--- src/verilog/clamp_cfg_pkg.sv ---
// constants for the clamp, level-control and sync-mask register bank
`default_nettype none
package clamp_cfg_pkg;
	// register subaddresses
	localparam logic [7:0] ADDR_ADC_BIAS_SETUP = 8'h2C;
	localparam logic [7:0] ADDR_COARSE_CLAMP_CONTROL = 8'h2D;
	localparam logic [7:0] ADDR_GREEN_SYNC_CLAMP_CONTROL = 8'h2E;
	localparam logic [7:0] ADDR_RGB_CLAMP_LEAKAGE = 8'h2F;
	localparam logic [7:0] ADDR_GREEN_SYNC_CLAMP_LEAKAGE = 8'h30;
	localparam logic [7:0] ADDR_LEVEL_CONTROL_PLACEMENT = 8'h31;
	localparam logic [7:0] ADDR_PSEUDO_SYNC_THRESHOLD = 8'h32;
	localparam logic [7:0] ADDR_SHORT_PULSE_THRESHOLD = 8'h33;
	localparam logic [7:0] ADDR_SYNC_MASK_WINDOW_WIDTH = 8'h34;

	// reset values
	localparam logic [7:0] RST_ADC_BIAS_SETUP = 8'h50;
	localparam logic [7:0] RST_COARSE_CLAMP_CONTROL = 8'h00;
	localparam logic [7:0] RST_GREEN_SYNC_CLAMP_CONTROL = 8'h80;
	localparam logic [7:0] RST_RGB_CLAMP_LEAKAGE = 8'h8C;
	localparam logic [7:0] RST_GREEN_SYNC_CLAMP_LEAKAGE = 8'h04;
	localparam logic [7:0] RST_LEVEL_CONTROL_PLACEMENT = 8'h5A;
	localparam logic [7:0] RST_PSEUDO_SYNC_THRESHOLD = 8'h18;
	localparam logic [7:0] RST_SHORT_PULSE_THRESHOLD = 8'h60;
	localparam logic [7:0] RST_SYNC_MASK_WINDOW_WIDTH = 8'h03;

	// field positions
	localparam int ADC_BIAS_LSB = 4;
	localparam int BIAS_STEP_LSB = 0;
	localparam int RGB_CHARGE_LSB = 6;
	localparam int COARSE_BLUE_BIT = 2;
	localparam int COARSE_GREEN_BIT = 1;
	localparam int COARSE_RED_BIT = 0;
	localparam int GREEN_SYNC_EN_BIT = 7;
	localparam int GREEN_SYNC_CHARGE_LSB = 5;
	localparam int LEAK_CODE_LSB = 0;

	// bias current 2 uA + 2 uA per step, droop currents in 0.01 uA
	localparam logic [15:0] RGB_DROOP_BASE = 16'h0032;
	localparam logic [15:0] RGB_DROOP_STEP = 16'h0032;
	localparam logic [15:0] SYNC_DROOP_BASE = 16'h0001;
	localparam logic [15:0] SYNC_DROOP_STEP = 16'h0005;

	// mask window spans twice the width setting in reference ticks
	localparam int MASK_WINDOW_FACTOR = 2;

	typedef enum logic [1:0] {
		LVL_IDLE = 2'b00,
		LVL_COUNT = 2'b01,
		LVL_FIRE = 2'b11
	} lvl_state_e;
endpackage
`default_nettype wire

--- src/verilog/sync_cfg_if.sv ---
// configuration carried from the register bank to the sync helpers
`timescale 1ns/1ps
`default_nettype none
interface sync_cfg_if;
	logic [7:0] lvl_delay;
	logic lvl_trailing_ref;
	logic [7:0] mask_width;
	logic mask_en;
	logic [7:0] short_thr;

	modport bank (output lvl_delay, lvl_trailing_ref, mask_width, mask_en,
		short_thr);
	modport lvl (input lvl_delay, lvl_trailing_ref);
	modport guard (input mask_width, mask_en, short_thr);
endinterface
`default_nettype wire

--- src/verilog/clamp_alc_stripper_regs.sv ---
// clamp, level-control placement and sync-mask register bank
`timescale 1ns/1ps
`default_nettype none
module clamp_alc_stripper_regs
	import clamp_cfg_pkg::*;
(
	input wire logic clk,
	input wire logic resetn,
	input wire logic reg_wr_en,
	input wire logic reg_rd_en,
	input wire logic [7:0] reg_addr,
	input wire logic [7:0] reg_wr_data,
	output logic [7:0] reg_rd_data,
	output logic reg_rd_hit,
	input wire logic lvl_trailing_ref,
	input wire logic mask_en,
	input wire logic [1:0] fine_clamp_req,
	input wire logic ref_tick,
	input wire logic hsync_in,
	input wire logic short_pulse,
	input wire logic normal_pulse,
	output logic [3:0] adc_bias,
	output logic [3:0] bias_step_code,
	output logic [5:0] bias_current,
	output logic [1:0] rgb_charge_current_sel,
	output logic [2:0] coarse_clamp_en,
	output logic [1:0] fine_clamp_en,
	output logic green_sync_clamp_en,
	output logic [1:0] green_sync_charge_current_sel,
	output logic [5:0] rgb_leak_code,
	output logic [5:0] green_sync_leak_code,
	output logic [15:0] rgb_droop_current,
	output logic [15:0] green_sync_droop_current,
	output logic [7:0] pseudo_sync_thr,
	output logic auto_level_control,
	output logic sync_mask,
	output logic sync_proc_reset
);
	////////////////////////////////////////////////////////////////////////
	// register storage
	logic [7:0] adc_bias_setup_r;
	logic [7:0] coarse_clamp_control_r;
	logic [7:0] green_sync_clamp_control_r;
	logic [7:0] rgb_clamp_leakage_r;
	logic [7:0] green_sync_clamp_leakage_r;
	logic [7:0] level_control_placement_r;
	logic [7:0] pseudo_sync_threshold_r;
	logic [7:0] short_pulse_threshold_r;
	logic [7:0] sync_mask_window_width_r;

	wire sel_adc = (reg_addr == ADDR_ADC_BIAS_SETUP);
	wire sel_coarse = (reg_addr == ADDR_COARSE_CLAMP_CONTROL);
	wire sel_gclamp = (reg_addr == ADDR_GREEN_SYNC_CLAMP_CONTROL);
	wire sel_rleak = (reg_addr == ADDR_RGB_CLAMP_LEAKAGE);
	wire sel_gleak = (reg_addr == ADDR_GREEN_SYNC_CLAMP_LEAKAGE);
	wire sel_place = (reg_addr == ADDR_LEVEL_CONTROL_PLACEMENT);
	wire sel_pseudo = (reg_addr == ADDR_PSEUDO_SYNC_THRESHOLD);
	wire sel_short = (reg_addr == ADDR_SHORT_PULSE_THRESHOLD);
	wire sel_width = (reg_addr == ADDR_SYNC_MASK_WINDOW_WIDTH);
	wire sel_any = sel_adc | sel_coarse | sel_gclamp | sel_rleak |
		sel_gleak | sel_place | sel_pseudo | sel_short | sel_width;

	always_ff @(posedge clk or negedge resetn) begin
		if (!resetn) begin
			adc_bias_setup_r <= RST_ADC_BIAS_SETUP;
			coarse_clamp_control_r <= RST_COARSE_CLAMP_CONTROL;
			green_sync_clamp_control_r <= RST_GREEN_SYNC_CLAMP_CONTROL;
			rgb_clamp_leakage_r <= RST_RGB_CLAMP_LEAKAGE;
			green_sync_clamp_leakage_r <= RST_GREEN_SYNC_CLAMP_LEAKAGE;
			level_control_placement_r <= RST_LEVEL_CONTROL_PLACEMENT;
			pseudo_sync_threshold_r <= RST_PSEUDO_SYNC_THRESHOLD;
			short_pulse_threshold_r <= RST_SHORT_PULSE_THRESHOLD;
			sync_mask_window_width_r <= RST_SYNC_MASK_WINDOW_WIDTH;
		end else if (reg_wr_en) begin
			if (sel_adc) begin
				adc_bias_setup_r <= reg_wr_data;
			end else if (sel_coarse) begin
				coarse_clamp_control_r <= reg_wr_data;
			end else if (sel_gclamp) begin
				green_sync_clamp_control_r <= reg_wr_data;
			end else if (sel_rleak) begin
				rgb_clamp_leakage_r <= reg_wr_data;
			end else if (sel_gleak) begin
				green_sync_clamp_leakage_r <= reg_wr_data;
			end else if (sel_place) begin
				level_control_placement_r <= reg_wr_data;
			end else if (sel_pseudo) begin
				pseudo_sync_threshold_r <= reg_wr_data;
			end else if (sel_short) begin
				short_pulse_threshold_r <= reg_wr_data;
			end else if (sel_width) begin
				sync_mask_window_width_r <= reg_wr_data;
			end
		end
	end

	////////////////////////////////////////////////////////////////////////
	// read back
	wire [7:0] rd_mux =
		sel_adc ? adc_bias_setup_r :
		sel_coarse ? coarse_clamp_control_r :
		sel_gclamp ? green_sync_clamp_control_r :
		sel_rleak ? rgb_clamp_leakage_r :
		sel_gleak ? green_sync_clamp_leakage_r :
		sel_place ? level_control_placement_r :
		sel_pseudo ? pseudo_sync_threshold_r :
		sel_short ? short_pulse_threshold_r :
		sel_width ? sync_mask_window_width_r : 8'h00;

	always_ff @(posedge clk or negedge resetn) begin
		if (!resetn) begin
			reg_rd_data <= 8'h00;
			reg_rd_hit <= 1'b0;
		end else if (reg_rd_en) begin
			reg_rd_data <= rd_mux;
			reg_rd_hit <= sel_any;
		end
	end

	////////////////////////////////////////////////////////////////////////
	// field decode
	wire [3:0] step_code = adc_bias_setup_r[BIAS_STEP_LSB +: 4];
	wire [2:0] coarse_en = {coarse_clamp_control_r[COARSE_BLUE_BIT],
		coarse_clamp_control_r[COARSE_GREEN_BIT],
		coarse_clamp_control_r[COARSE_RED_BIT]};
	// bias current in whole uA: 2 + 2 * code
	wire [5:0] bias_ua = {1'b0, step_code, 1'b0} + 6'h02;
	wire [15:0] bias_half = {11'h000, {1'b0, step_code} + 5'h01};
	wire [5:0] rleak = rgb_clamp_leakage_r[LEAK_CODE_LSB +: 6];
	wire [5:0] gleak = green_sync_clamp_leakage_r[LEAK_CODE_LSB +: 6];
	// 0.5 + (bias/4) * n, counted in 0.01 uA
	wire [15:0] rgb_droop = RGB_DROOP_BASE +
		16'(RGB_DROOP_STEP * bias_half * {10'h000, rleak});
	// 0.01 + (bias/40) * n, counted in 0.01 uA
	wire [15:0] sync_droop = SYNC_DROOP_BASE +
		16'(SYNC_DROOP_STEP * bias_half * {10'h000, gleak});
	// any coarse clamp overrides the fine clamp enables
	wire [1:0] fine_eff = (coarse_en != 3'b000) ? 2'b00 : fine_clamp_req;

	always_ff @(posedge clk or negedge resetn) begin
		if (!resetn) begin
			adc_bias <= RST_ADC_BIAS_SETUP[ADC_BIAS_LSB +: 4];
			bias_step_code <= RST_ADC_BIAS_SETUP[BIAS_STEP_LSB +: 4];
			bias_current <= 6'h02;
			rgb_charge_current_sel <= 2'b00;
			coarse_clamp_en <= 3'b000;
			fine_clamp_en <= 2'b00;
			green_sync_clamp_en <= 1'b1;
			green_sync_charge_current_sel <= 2'b00;
			rgb_leak_code <= 6'h00;
			green_sync_leak_code <= 6'h00;
			rgb_droop_current <= 16'h0000;
			green_sync_droop_current <= 16'h0000;
			pseudo_sync_thr <= RST_PSEUDO_SYNC_THRESHOLD;
		end else begin
			adc_bias <= adc_bias_setup_r[ADC_BIAS_LSB +: 4];
			bias_step_code <= step_code;
			bias_current <= bias_ua;
			rgb_charge_current_sel <=
				coarse_clamp_control_r[RGB_CHARGE_LSB +: 2];
			coarse_clamp_en <= coarse_en;
			fine_clamp_en <= fine_eff;
			green_sync_clamp_en <=
				green_sync_clamp_control_r[GREEN_SYNC_EN_BIT];
			green_sync_charge_current_sel <=
				green_sync_clamp_control_r[GREEN_SYNC_CHARGE_LSB +: 2];
			rgb_leak_code <= rleak;
			green_sync_leak_code <= gleak;
			rgb_droop_current <= rgb_droop;
			green_sync_droop_current <= sync_droop;
			pseudo_sync_thr <= pseudo_sync_threshold_r;
		end
	end

	////////////////////////////////////////////////////////////////////////
	// sync side helpers
	sync_cfg_if cfg ();

	assign cfg.lvl_delay = level_control_placement_r;
	assign cfg.lvl_trailing_ref = lvl_trailing_ref;
	assign cfg.mask_width = sync_mask_window_width_r;
	assign cfg.mask_en = mask_en;
	assign cfg.short_thr = short_pulse_threshold_r;

	logic hsync_d_r;
	wire hsync_lead = hsync_in & ~hsync_d_r;
	wire hsync_trail = ~hsync_in & hsync_d_r;
	wire lvl_pulse;
	wire mask_active;
	wire sync_rst;

	always_ff @(posedge clk or negedge resetn) begin
		if (!resetn) begin
			hsync_d_r <= 1'b0;
		end else begin
			hsync_d_r <= hsync_in;
		end
	end

	level_ctrl_timer u_lvl (
		.clk(clk),
		.resetn(resetn),
		.cfg(cfg.lvl),
		.hsync_lead(hsync_lead),
		.hsync_trail(hsync_trail),
		.lvl_pulse(lvl_pulse)
	);

	sync_guard u_guard (
		.clk(clk),
		.resetn(resetn),
		.cfg(cfg.guard),
		.ref_tick(ref_tick),
		.hsync_lead(hsync_lead),
		.short_pulse(short_pulse),
		.normal_pulse(normal_pulse),
		.mask_active(mask_active),
		.sync_reset(sync_rst)
	);

	always_ff @(posedge clk or negedge resetn) begin
		if (!resetn) begin
			auto_level_control <= 1'b0;
			sync_mask <= 1'b0;
			sync_proc_reset <= 1'b0;
		end else begin
			auto_level_control <= lvl_pulse;
			sync_mask <= mask_active;
			sync_proc_reset <= sync_rst;
		end
	end
endmodule
`default_nettype wire

--- src/verilog/level_ctrl_timer.sv ---
// places the level-control pulse a set count after an hsync edge
`timescale 1ns/1ps
`default_nettype none
module level_ctrl_timer
	import clamp_cfg_pkg::*;
(
	input wire logic clk,
	input wire logic resetn,
	sync_cfg_if.lvl cfg,
	input wire logic hsync_lead,
	input wire logic hsync_trail,
	output logic lvl_pulse
);
	lvl_state_e state_r;
	lvl_state_e state_nxt;
	logic [7:0] cnt_r;
	logic [7:0] cnt_nxt;
	wire ref_edge = cfg.lvl_trailing_ref ? hsync_trail : hsync_lead;

	always_comb begin
		state_nxt = state_r;
		cnt_nxt = cnt_r;
		case (state_r)
			LVL_IDLE: begin
				if (ref_edge) begin
					cnt_nxt = cfg.lvl_delay;
					state_nxt = (cfg.lvl_delay == 8'h00) ? LVL_FIRE : LVL_COUNT;
				end
			end
			LVL_COUNT: begin
				cnt_nxt = cnt_r - 8'h01;
				if (cnt_r == 8'h01) begin
					state_nxt = LVL_FIRE;
				end
			end
			default: begin
				state_nxt = LVL_IDLE;
			end
		endcase
	end

	always_ff @(posedge clk or negedge resetn) begin
		if (!resetn) begin
			state_r <= LVL_IDLE;
			cnt_r <= 8'h00;
		end else begin
			state_r <= state_nxt;
			cnt_r <= cnt_nxt;
		end
	end

	// whole clock periods after the chosen edge
	assign lvl_pulse = (state_r == LVL_FIRE);
endmodule
`default_nettype wire

--- src/verilog/sync_guard.sv ---
// sync mask window and short-pulse run counter
`timescale 1ns/1ps
`default_nettype none
module sync_guard
	import clamp_cfg_pkg::*;
(
	input wire logic clk,
	input wire logic resetn,
	sync_cfg_if.guard cfg,
	input wire logic ref_tick,
	input wire logic hsync_lead,
	input wire logic short_pulse,
	input wire logic normal_pulse,
	output logic mask_active,
	output logic sync_reset
);
	logic [8:0] win_r;
	logic [8:0] win_nxt;
	logic [7:0] run_r;
	logic [7:0] run_nxt;
	wire [8:0] win_len = {cfg.mask_width, 1'b0};
	wire run_over = short_pulse && (run_r >= cfg.short_thr);

	assign win_nxt = !cfg.mask_en ? 9'h000 :
		hsync_lead ? win_len :
		(ref_tick && win_r != 9'h000) ? win_r - 9'h001 : win_r;
	assign run_nxt = (run_over || normal_pulse) ? 8'h00 :
		(short_pulse && run_r != 8'hFF) ? run_r + 8'h01 : run_r;

	always_ff @(posedge clk or negedge resetn) begin
		if (!resetn) begin
			win_r <= 9'h000;
			run_r <= 8'h00;
		end else begin
			win_r <= win_nxt;
			run_r <= run_nxt;
		end
	end

	assign mask_active = cfg.mask_en && (win_r != 9'h000);
	assign sync_reset = run_over;
endmodule
`default_nettype wire
--- config.mk ---
export PLATFORM = sky130hd
export DESIGN_NAME = clamp_alc_stripper_regs
export DESIGN_NICKNAME = d
export VERILOG_FILES = /design/src/verilog/clamp_cfg_pkg.sv /design/src/verilog/sync_cfg_if.sv /design/src/verilog/clamp_alc_stripper_regs.sv /design/src/verilog/level_ctrl_timer.sv /design/src/verilog/sync_guard.sv
export SDC_FILE = /design/constraint.sdc
export NUM_CORES = 1
export LEC_CHECK = 0
export BUFFER_PORTS_ARGS = -buffer_cell sky130_fd_sc_hd__buf_2
export CORE_MARGIN = 2
export CORE_UTILIZATION = 53
export CTS_CLUSTER_DIAMETER = 120
export DETAILED_ROUTE_END_ITERATION = 12
export PLACE_DENSITY = 0.79
export SLEW_MARGIN = 20
export SYNTH_ARGS = -nofsm -noshare
export SYNTH_HDL_FRONTEND = slang
export SYNTH_SLANG_ARGS = --single-unit
--- constraint.sdc ---
create_clock -name clk -period 13.8 [get_ports clk]
set_clock_uncertainty 0.15 [all_clocks]
set_input_delay 2.07 -clock clk [delete_from_list [all_inputs] [get_ports clk]]
set_output_delay 2.07 -clock clk [all_outputs]
set_load 0.005 [all_outputs]
==> flow_summary.rst <==
.. list-table::
   :header-rows: 1

   * - Metric
     - Value
   * - Flop pwr share
     - 46.5%
   * - CTS HTree Levels
     - 4
   * - Num rows
     - 53
   * - P_sw
     - 401.1 uW
   * - Power density over cell area
     - 104.5 nW/um^2
   * - Fmax
     - 138.8 MHz
   * - Drt total wl
     - 24870 microns
   * - Average cell area after synthesis
     - 10.78 sq um
   * - Antenna cell count
     - 0
   * - Warning count from the yosys run
     - 0
   * - Last weighted congestion value of the routability-driven placer
     - 0.9008
   * - Sequential cell area fraction in the yosys report
     - 40.57%
   * - Data required time at the worst endpoint
     - 13.97 ns
   * - GR Util All Layers
     - 23.13%
   * - Die footprint
     - 22860 sq um
   * - Number of cells produced by synthesis
     - 1065
   * - Reg clk slew, reported paths
     - 0.08 ns
   * - Leak
     - 6.553 nW
   * - Unique masters post-synth
     - 75
   * - Hold WC Path Type
     - reg2reg
   * - Max VDD drop
     - 0.00009473 V
   * - Horiz. Die Dim
     - 151.2 microns
   * - R2R Setup Slk
     - 6.59 ns
   * - Worst setup slack after layout
     - 6.595 ns
   * - Worst rel slew slack
     - 33.48%
   * - Total CTS buffers
     - 17
   * - CTS sink count
     - 185
   * - Launch point of the worst reg-to-reg path
     - adc_bias_setup_r[0]
   * - Cell family contributing the most delay on the critical path
     - adder cells
   * - CTS-repair resized insts
     - 0
   * - Start-to-end type of the worst setup path
     - reg2reg
   * - Most Frequent Cell on Critical Path
     - sky130_fd_sc_hd__inv_1
   * - Average wire length per cell after detail routing
     - 17.12 microns
   * - Layout cells sized above 1
     - 22.67%
   * - Antenna violation net count after detailed routing
     - 0
   * - Port buffer count
     - 112
   * - Biggest registers after layout
     - green_sync_droop_current x15, rgb_droop_current x15, u_guard.win_r x9
   * - Finish-stage setup viols
     - 0
   * - Combinational share of power
     - 16.1%
   * - Vias after detailed routing
     - 8112
   * - Overall overflow remaining after global route
     - 0
   * - Maximum capacitance violations
     - 0
   * - CP max FO
     - 17
   * - RSZ-0062 raised after global routing
     - no
   * - Critical Path Start
     - adc_bias_setup_r[0]
   * - Worst slack at placement
     - 6.656 ns
   * - Part of the power in the clock network
     - 37.4%
   * - Count of fill cells added during filler insertion
     - 1669
   * - CP Data Arrival Time
     - 7.37 ns
   * - Sum of negative setup slack
     - 0 ns
   * - Top-Level Pins
     - 116
   * - Commonest cells after routing, fill and taps aside
     - sky130_fd_sc_hd__dfrtp_1 (162), sky130_fd_sc_hd__inv_1 (111), sky130_fd_sc_hd__buf_2 (111)
   * - Nets
     - 1334
   * - Predominant post-synthesis flop cell
     - sky130_fd_sc_hd__dfrtp_1
   * - Drt drc
     - 0
   * - Final cycle utilization of the critical path
     - 52.21%
   * - Die Span Y
     - 151.2 microns
   * - Master cell of the clock root buffer
     - sky130_fd_sc_hd__clkbuf_16
   * - Count of endpoints failing hold in the final timing report
     - 0
   * - Hold-fix buffers at CTS
     - 0
   * - Number of search-and-repair iterations in the first detailed-routing pass
     - 5
   * - CTS tree
     - done
   * - Max Buffers Root-to-Sink
     - 2
   * - Startpoint type of the worst setup path
     - flip-flop
   * - Area of the core region
     - 21150 sq um
   * - Via density per instance
     - 5.583
   * - Depth of the worst register-to-register path
     - 27
   * - Destination of the critical timing path
     - rgb_droop_current[15]
   * - Run status
     - completed
   * - Starting density of the core
     - 54.28%
   * - Clock period minus final worst setup slack
     - 7.205 ns
   * - Post-detailed-placement half-perimeter wirelength
     - 18160 microns
   * - Setup fix buffers added after clock tree synthesis
     - 0
   * - First-pass GRT wire length
     - 41140 microns
   * - Area growth, synth to finish
     - 12.13%
   * - Later-pin clock latency in the skew report
     - 0.44 ns
   * - Crit path buffers/inverters
     - 6
   * - Worst-path cell with the longest stage delay
     - sky130_fd_sc_hd__dfrtp_1
   * - Crit path capture type
     - flip-flop
   * - Async set-or-reset flop fraction in the synthesized netlist
     - 100.0%
   * - Number of global-route vias before repair
     - 8129
   * - Switching power as a share of total power
     - 29.82%
   * - Most frequent standard cell in the layout excluding fill and tap cells
     - sky130_fd_sc_hd__dfrtp_1
   * - Worst path depth
     - 27
   * - Synthesis-stage register bit count
     - 185
   * - P_int
     - 944.0 uW
   * - Post-synth EDFFs
     - 0
   * - Maximum number of pins on one net before global-route repair
     - 122
   * - Max-slew violation count
     - 0
   * - Reg-to-Reg End
     - rgb_droop_current[15]
   * - Worst slew pin tran
     - 0.9977 ns
   * - Cell area after synthesis
     - 11480 sq um
   * - Number of antenna violations at the first check in global routing
     - 0
   * - Number of DRC markers after the initial detailed-route iteration
     - 479
   * - Longest individual stage delay on the worst path
     - 0.71 ns
## synthesized netlist by cell type, types with 4 or more instances
cell type	instances	area, sq um
sky130_fd_sc_hd__a211oi_1	5	37.54
sky130_fd_sc_hd__a21o_1	10	75.07
sky130_fd_sc_hd__a21oi_1	40	200.2
sky130_fd_sc_hd__a221oi_1	5	43.79
sky130_fd_sc_hd__a22o_1	7	61.31
sky130_fd_sc_hd__a22oi_1	5	37.54
sky130_fd_sc_hd__and2_1	32	200.2
sky130_fd_sc_hd__and3_1	8	50.05
sky130_fd_sc_hd__buf_2	6	30.03
sky130_fd_sc_hd__clkbuf_1	23	86.33
sky130_fd_sc_hd__dfrtp_1	162	4054
sky130_fd_sc_hd__dfstp_2	23	604.3
sky130_fd_sc_hd__fa_1	59	1181
sky130_fd_sc_hd__ha_1	82	1026
sky130_fd_sc_hd__inv_1	111	416.7
sky130_fd_sc_hd__mux2_2	75	844.6
sky130_fd_sc_hd__mux2i_1	4	40.04
sky130_fd_sc_hd__nand2_1	95	356.6
sky130_fd_sc_hd__nand2b_1	13	81.33
sky130_fd_sc_hd__nand3_1	10	50.05
sky130_fd_sc_hd__nand3b_1	5	37.54
sky130_fd_sc_hd__nand4_1	5	31.28
sky130_fd_sc_hd__nor2_1	51	191.4
sky130_fd_sc_hd__nor2b_1	35	219.0
sky130_fd_sc_hd__nor3_1	14	70.07
sky130_fd_sc_hd__nor4_1	9	56.30
sky130_fd_sc_hd__o211ai_1	6	45.04
sky130_fd_sc_hd__o21a_1	6	45.04
sky130_fd_sc_hd__o21ai_0	35	175.2
sky130_fd_sc_hd__o221ai_1	5	43.79
sky130_fd_sc_hd__or3_1	4	25.02
sky130_fd_sc_hd__xnor2_1	34	297.8
sky130_fd_sc_hd__xor2_1	19	166.4
## how the worst min path moves through the flow
| stage | start | end | slack, ns | depth (start not counted) |
|---|---|---|---|---|
| floorplan | green_sync_clamp_leakage_r[0] | green_sync_leak_code[0] | 0.20 | 0 |
| global placement | pseudo_sync_threshold_r[3] | pseudo_sync_thr[3] | 0.22 | 0 |
| detailed placement | pseudo_sync_threshold_r[4] | pseudo_sync_thr[4] | 0.22 | 0 |
| CTS | green_sync_clamp_control_r[7] | green_sync_clamp_en | 0.23 | 0 |
| global route | green_sync_clamp_control_r[7] | green_sync_clamp_en | 0.24 | 0 |
| finish | pseudo_sync_threshold_r[3] | pseudo_sync_thr[3] | 0.23 | 0 |
## worst reg2reg max path, stage by stage, from the launching register on
cell and delay (ns):
sky130_fd_sc_hd__dfrtp_1 0.71, sky130_fd_sc_hd__inv_1 0.28, sky130_fd_sc_hd__ha_1 0.45, sky130_fd_sc_hd__inv_1 0.27, sky130_fd_sc_hd__ha_1 0.30, sky130_fd_sc_hd__xnor2_1 0.16, sky130_fd_sc_hd__ha_1 0.22, sky130_fd_sc_hd__inv_1 0.07
sky130_fd_sc_hd__fa_1 0.40, sky130_fd_sc_hd__nor2b_1 0.13, sky130_fd_sc_hd__o21ai_0 0.08, sky130_fd_sc_hd__nand2_1 0.08, sky130_fd_sc_hd__xor2_1 0.31, sky130_fd_sc_hd__nand2_1 0.13, sky130_fd_sc_hd__fa_1 0.51, sky130_fd_sc_hd__inv_1 0.05
sky130_fd_sc_hd__fa_1 0.47, sky130_fd_sc_hd__inv_1 0.05, sky130_fd_sc_hd__fa_1 0.53, sky130_fd_sc_hd__inv_1 0.04, sky130_fd_sc_hd__ha_1 0.34, sky130_fd_sc_hd__o21a_1 0.24, sky130_fd_sc_hd__o21ai_4 0.17, sky130_fd_sc_hd__a21oi_1 0.06
sky130_fd_sc_hd__o22ai_1 0.22, sky130_fd_sc_hd__xor2_1 0.18, sky130_fd_sc_hd__nor4b_2 0.35, sky130_fd_sc_hd__xnor2_1 0.11
## logic make-up after synthesis
| kind of cell | share of synthesized area [%] |
|---|---|
| AOI/OAI and AO/OA | 9.110 |
| buffers and inverters | 4.969 |
| DFF | 40.57 |
| muxes | 7.900 |
| xor gates and xnor gates | 4.184 |
| adders and majority gates | 19.22 |
| other | 0.03266 |
| and+or+nand+nor | 14.01 |
## layout make-up
type | count | area (sq um) | share of cell area [%]
clock buffer | 18 | 439.2 | 3.411
clock inverter | 14 | 171.4 | 1.331
inverter | 113 | 424.2 | 3.294
multi-input combinational | 735 | 6261 | 48.63
sequential | 185 | 4658 | 36.18
tap | 275 | 344.1 | 2.673
timing repair buffer | 113 | 576.8 | 4.480
## layer usage
layer / GRT usage (%) / part of all wire, %
met5: 0 / 0
met4: 7.477 / 2.1
met3: 3.765 / 5.3
met2: 38.12 / 49
met1: 31.47 / 44
## per-stage QoR
| stage | hold WS (ns) | cell area, sq um | instances | util (%) | power, mW |
|---|---|---|---|---|---|
| 6_report | 0.2322 | 12870 | 1453 | 60.86 | 1.345 |
| 5_1_grt | 0.2385 | 12870 | 1453 | 60.86 | 1.412 |
| 4_1_cts | 0.2346 | 12870 | 1453 | 60.85 | 1.355 |
| 3_5_place_dp | 0.2228 | 12260 | 1421 | 57.96 | 0.8515 |
| 3_3_place_gp | 0.2215 | 12260 | 1421 | 57.96 | 0.8414 |
| 2_1_floorplan | 0.2019 | 11490 | 1067 | - | 0.7753 |
## power by group through the flow
| stage | clock network [mW] | logic [mW] | registers, mW |
|---|---|---|---|
| after floorplan | 0 | 0.154 | 0.621 |
| after global placement | 0 | 0.209 | 0.633 |
| final | 0.503 | 0.217 | 0.626 |
| after global routing | 0.532 | 0.250 | 0.631 |
| after detailed placement | 0 | 0.217 | 0.635 |
| after CTS | 0.511 | 0.219 | 0.625 |
Power figures use the tool's default switching activity.
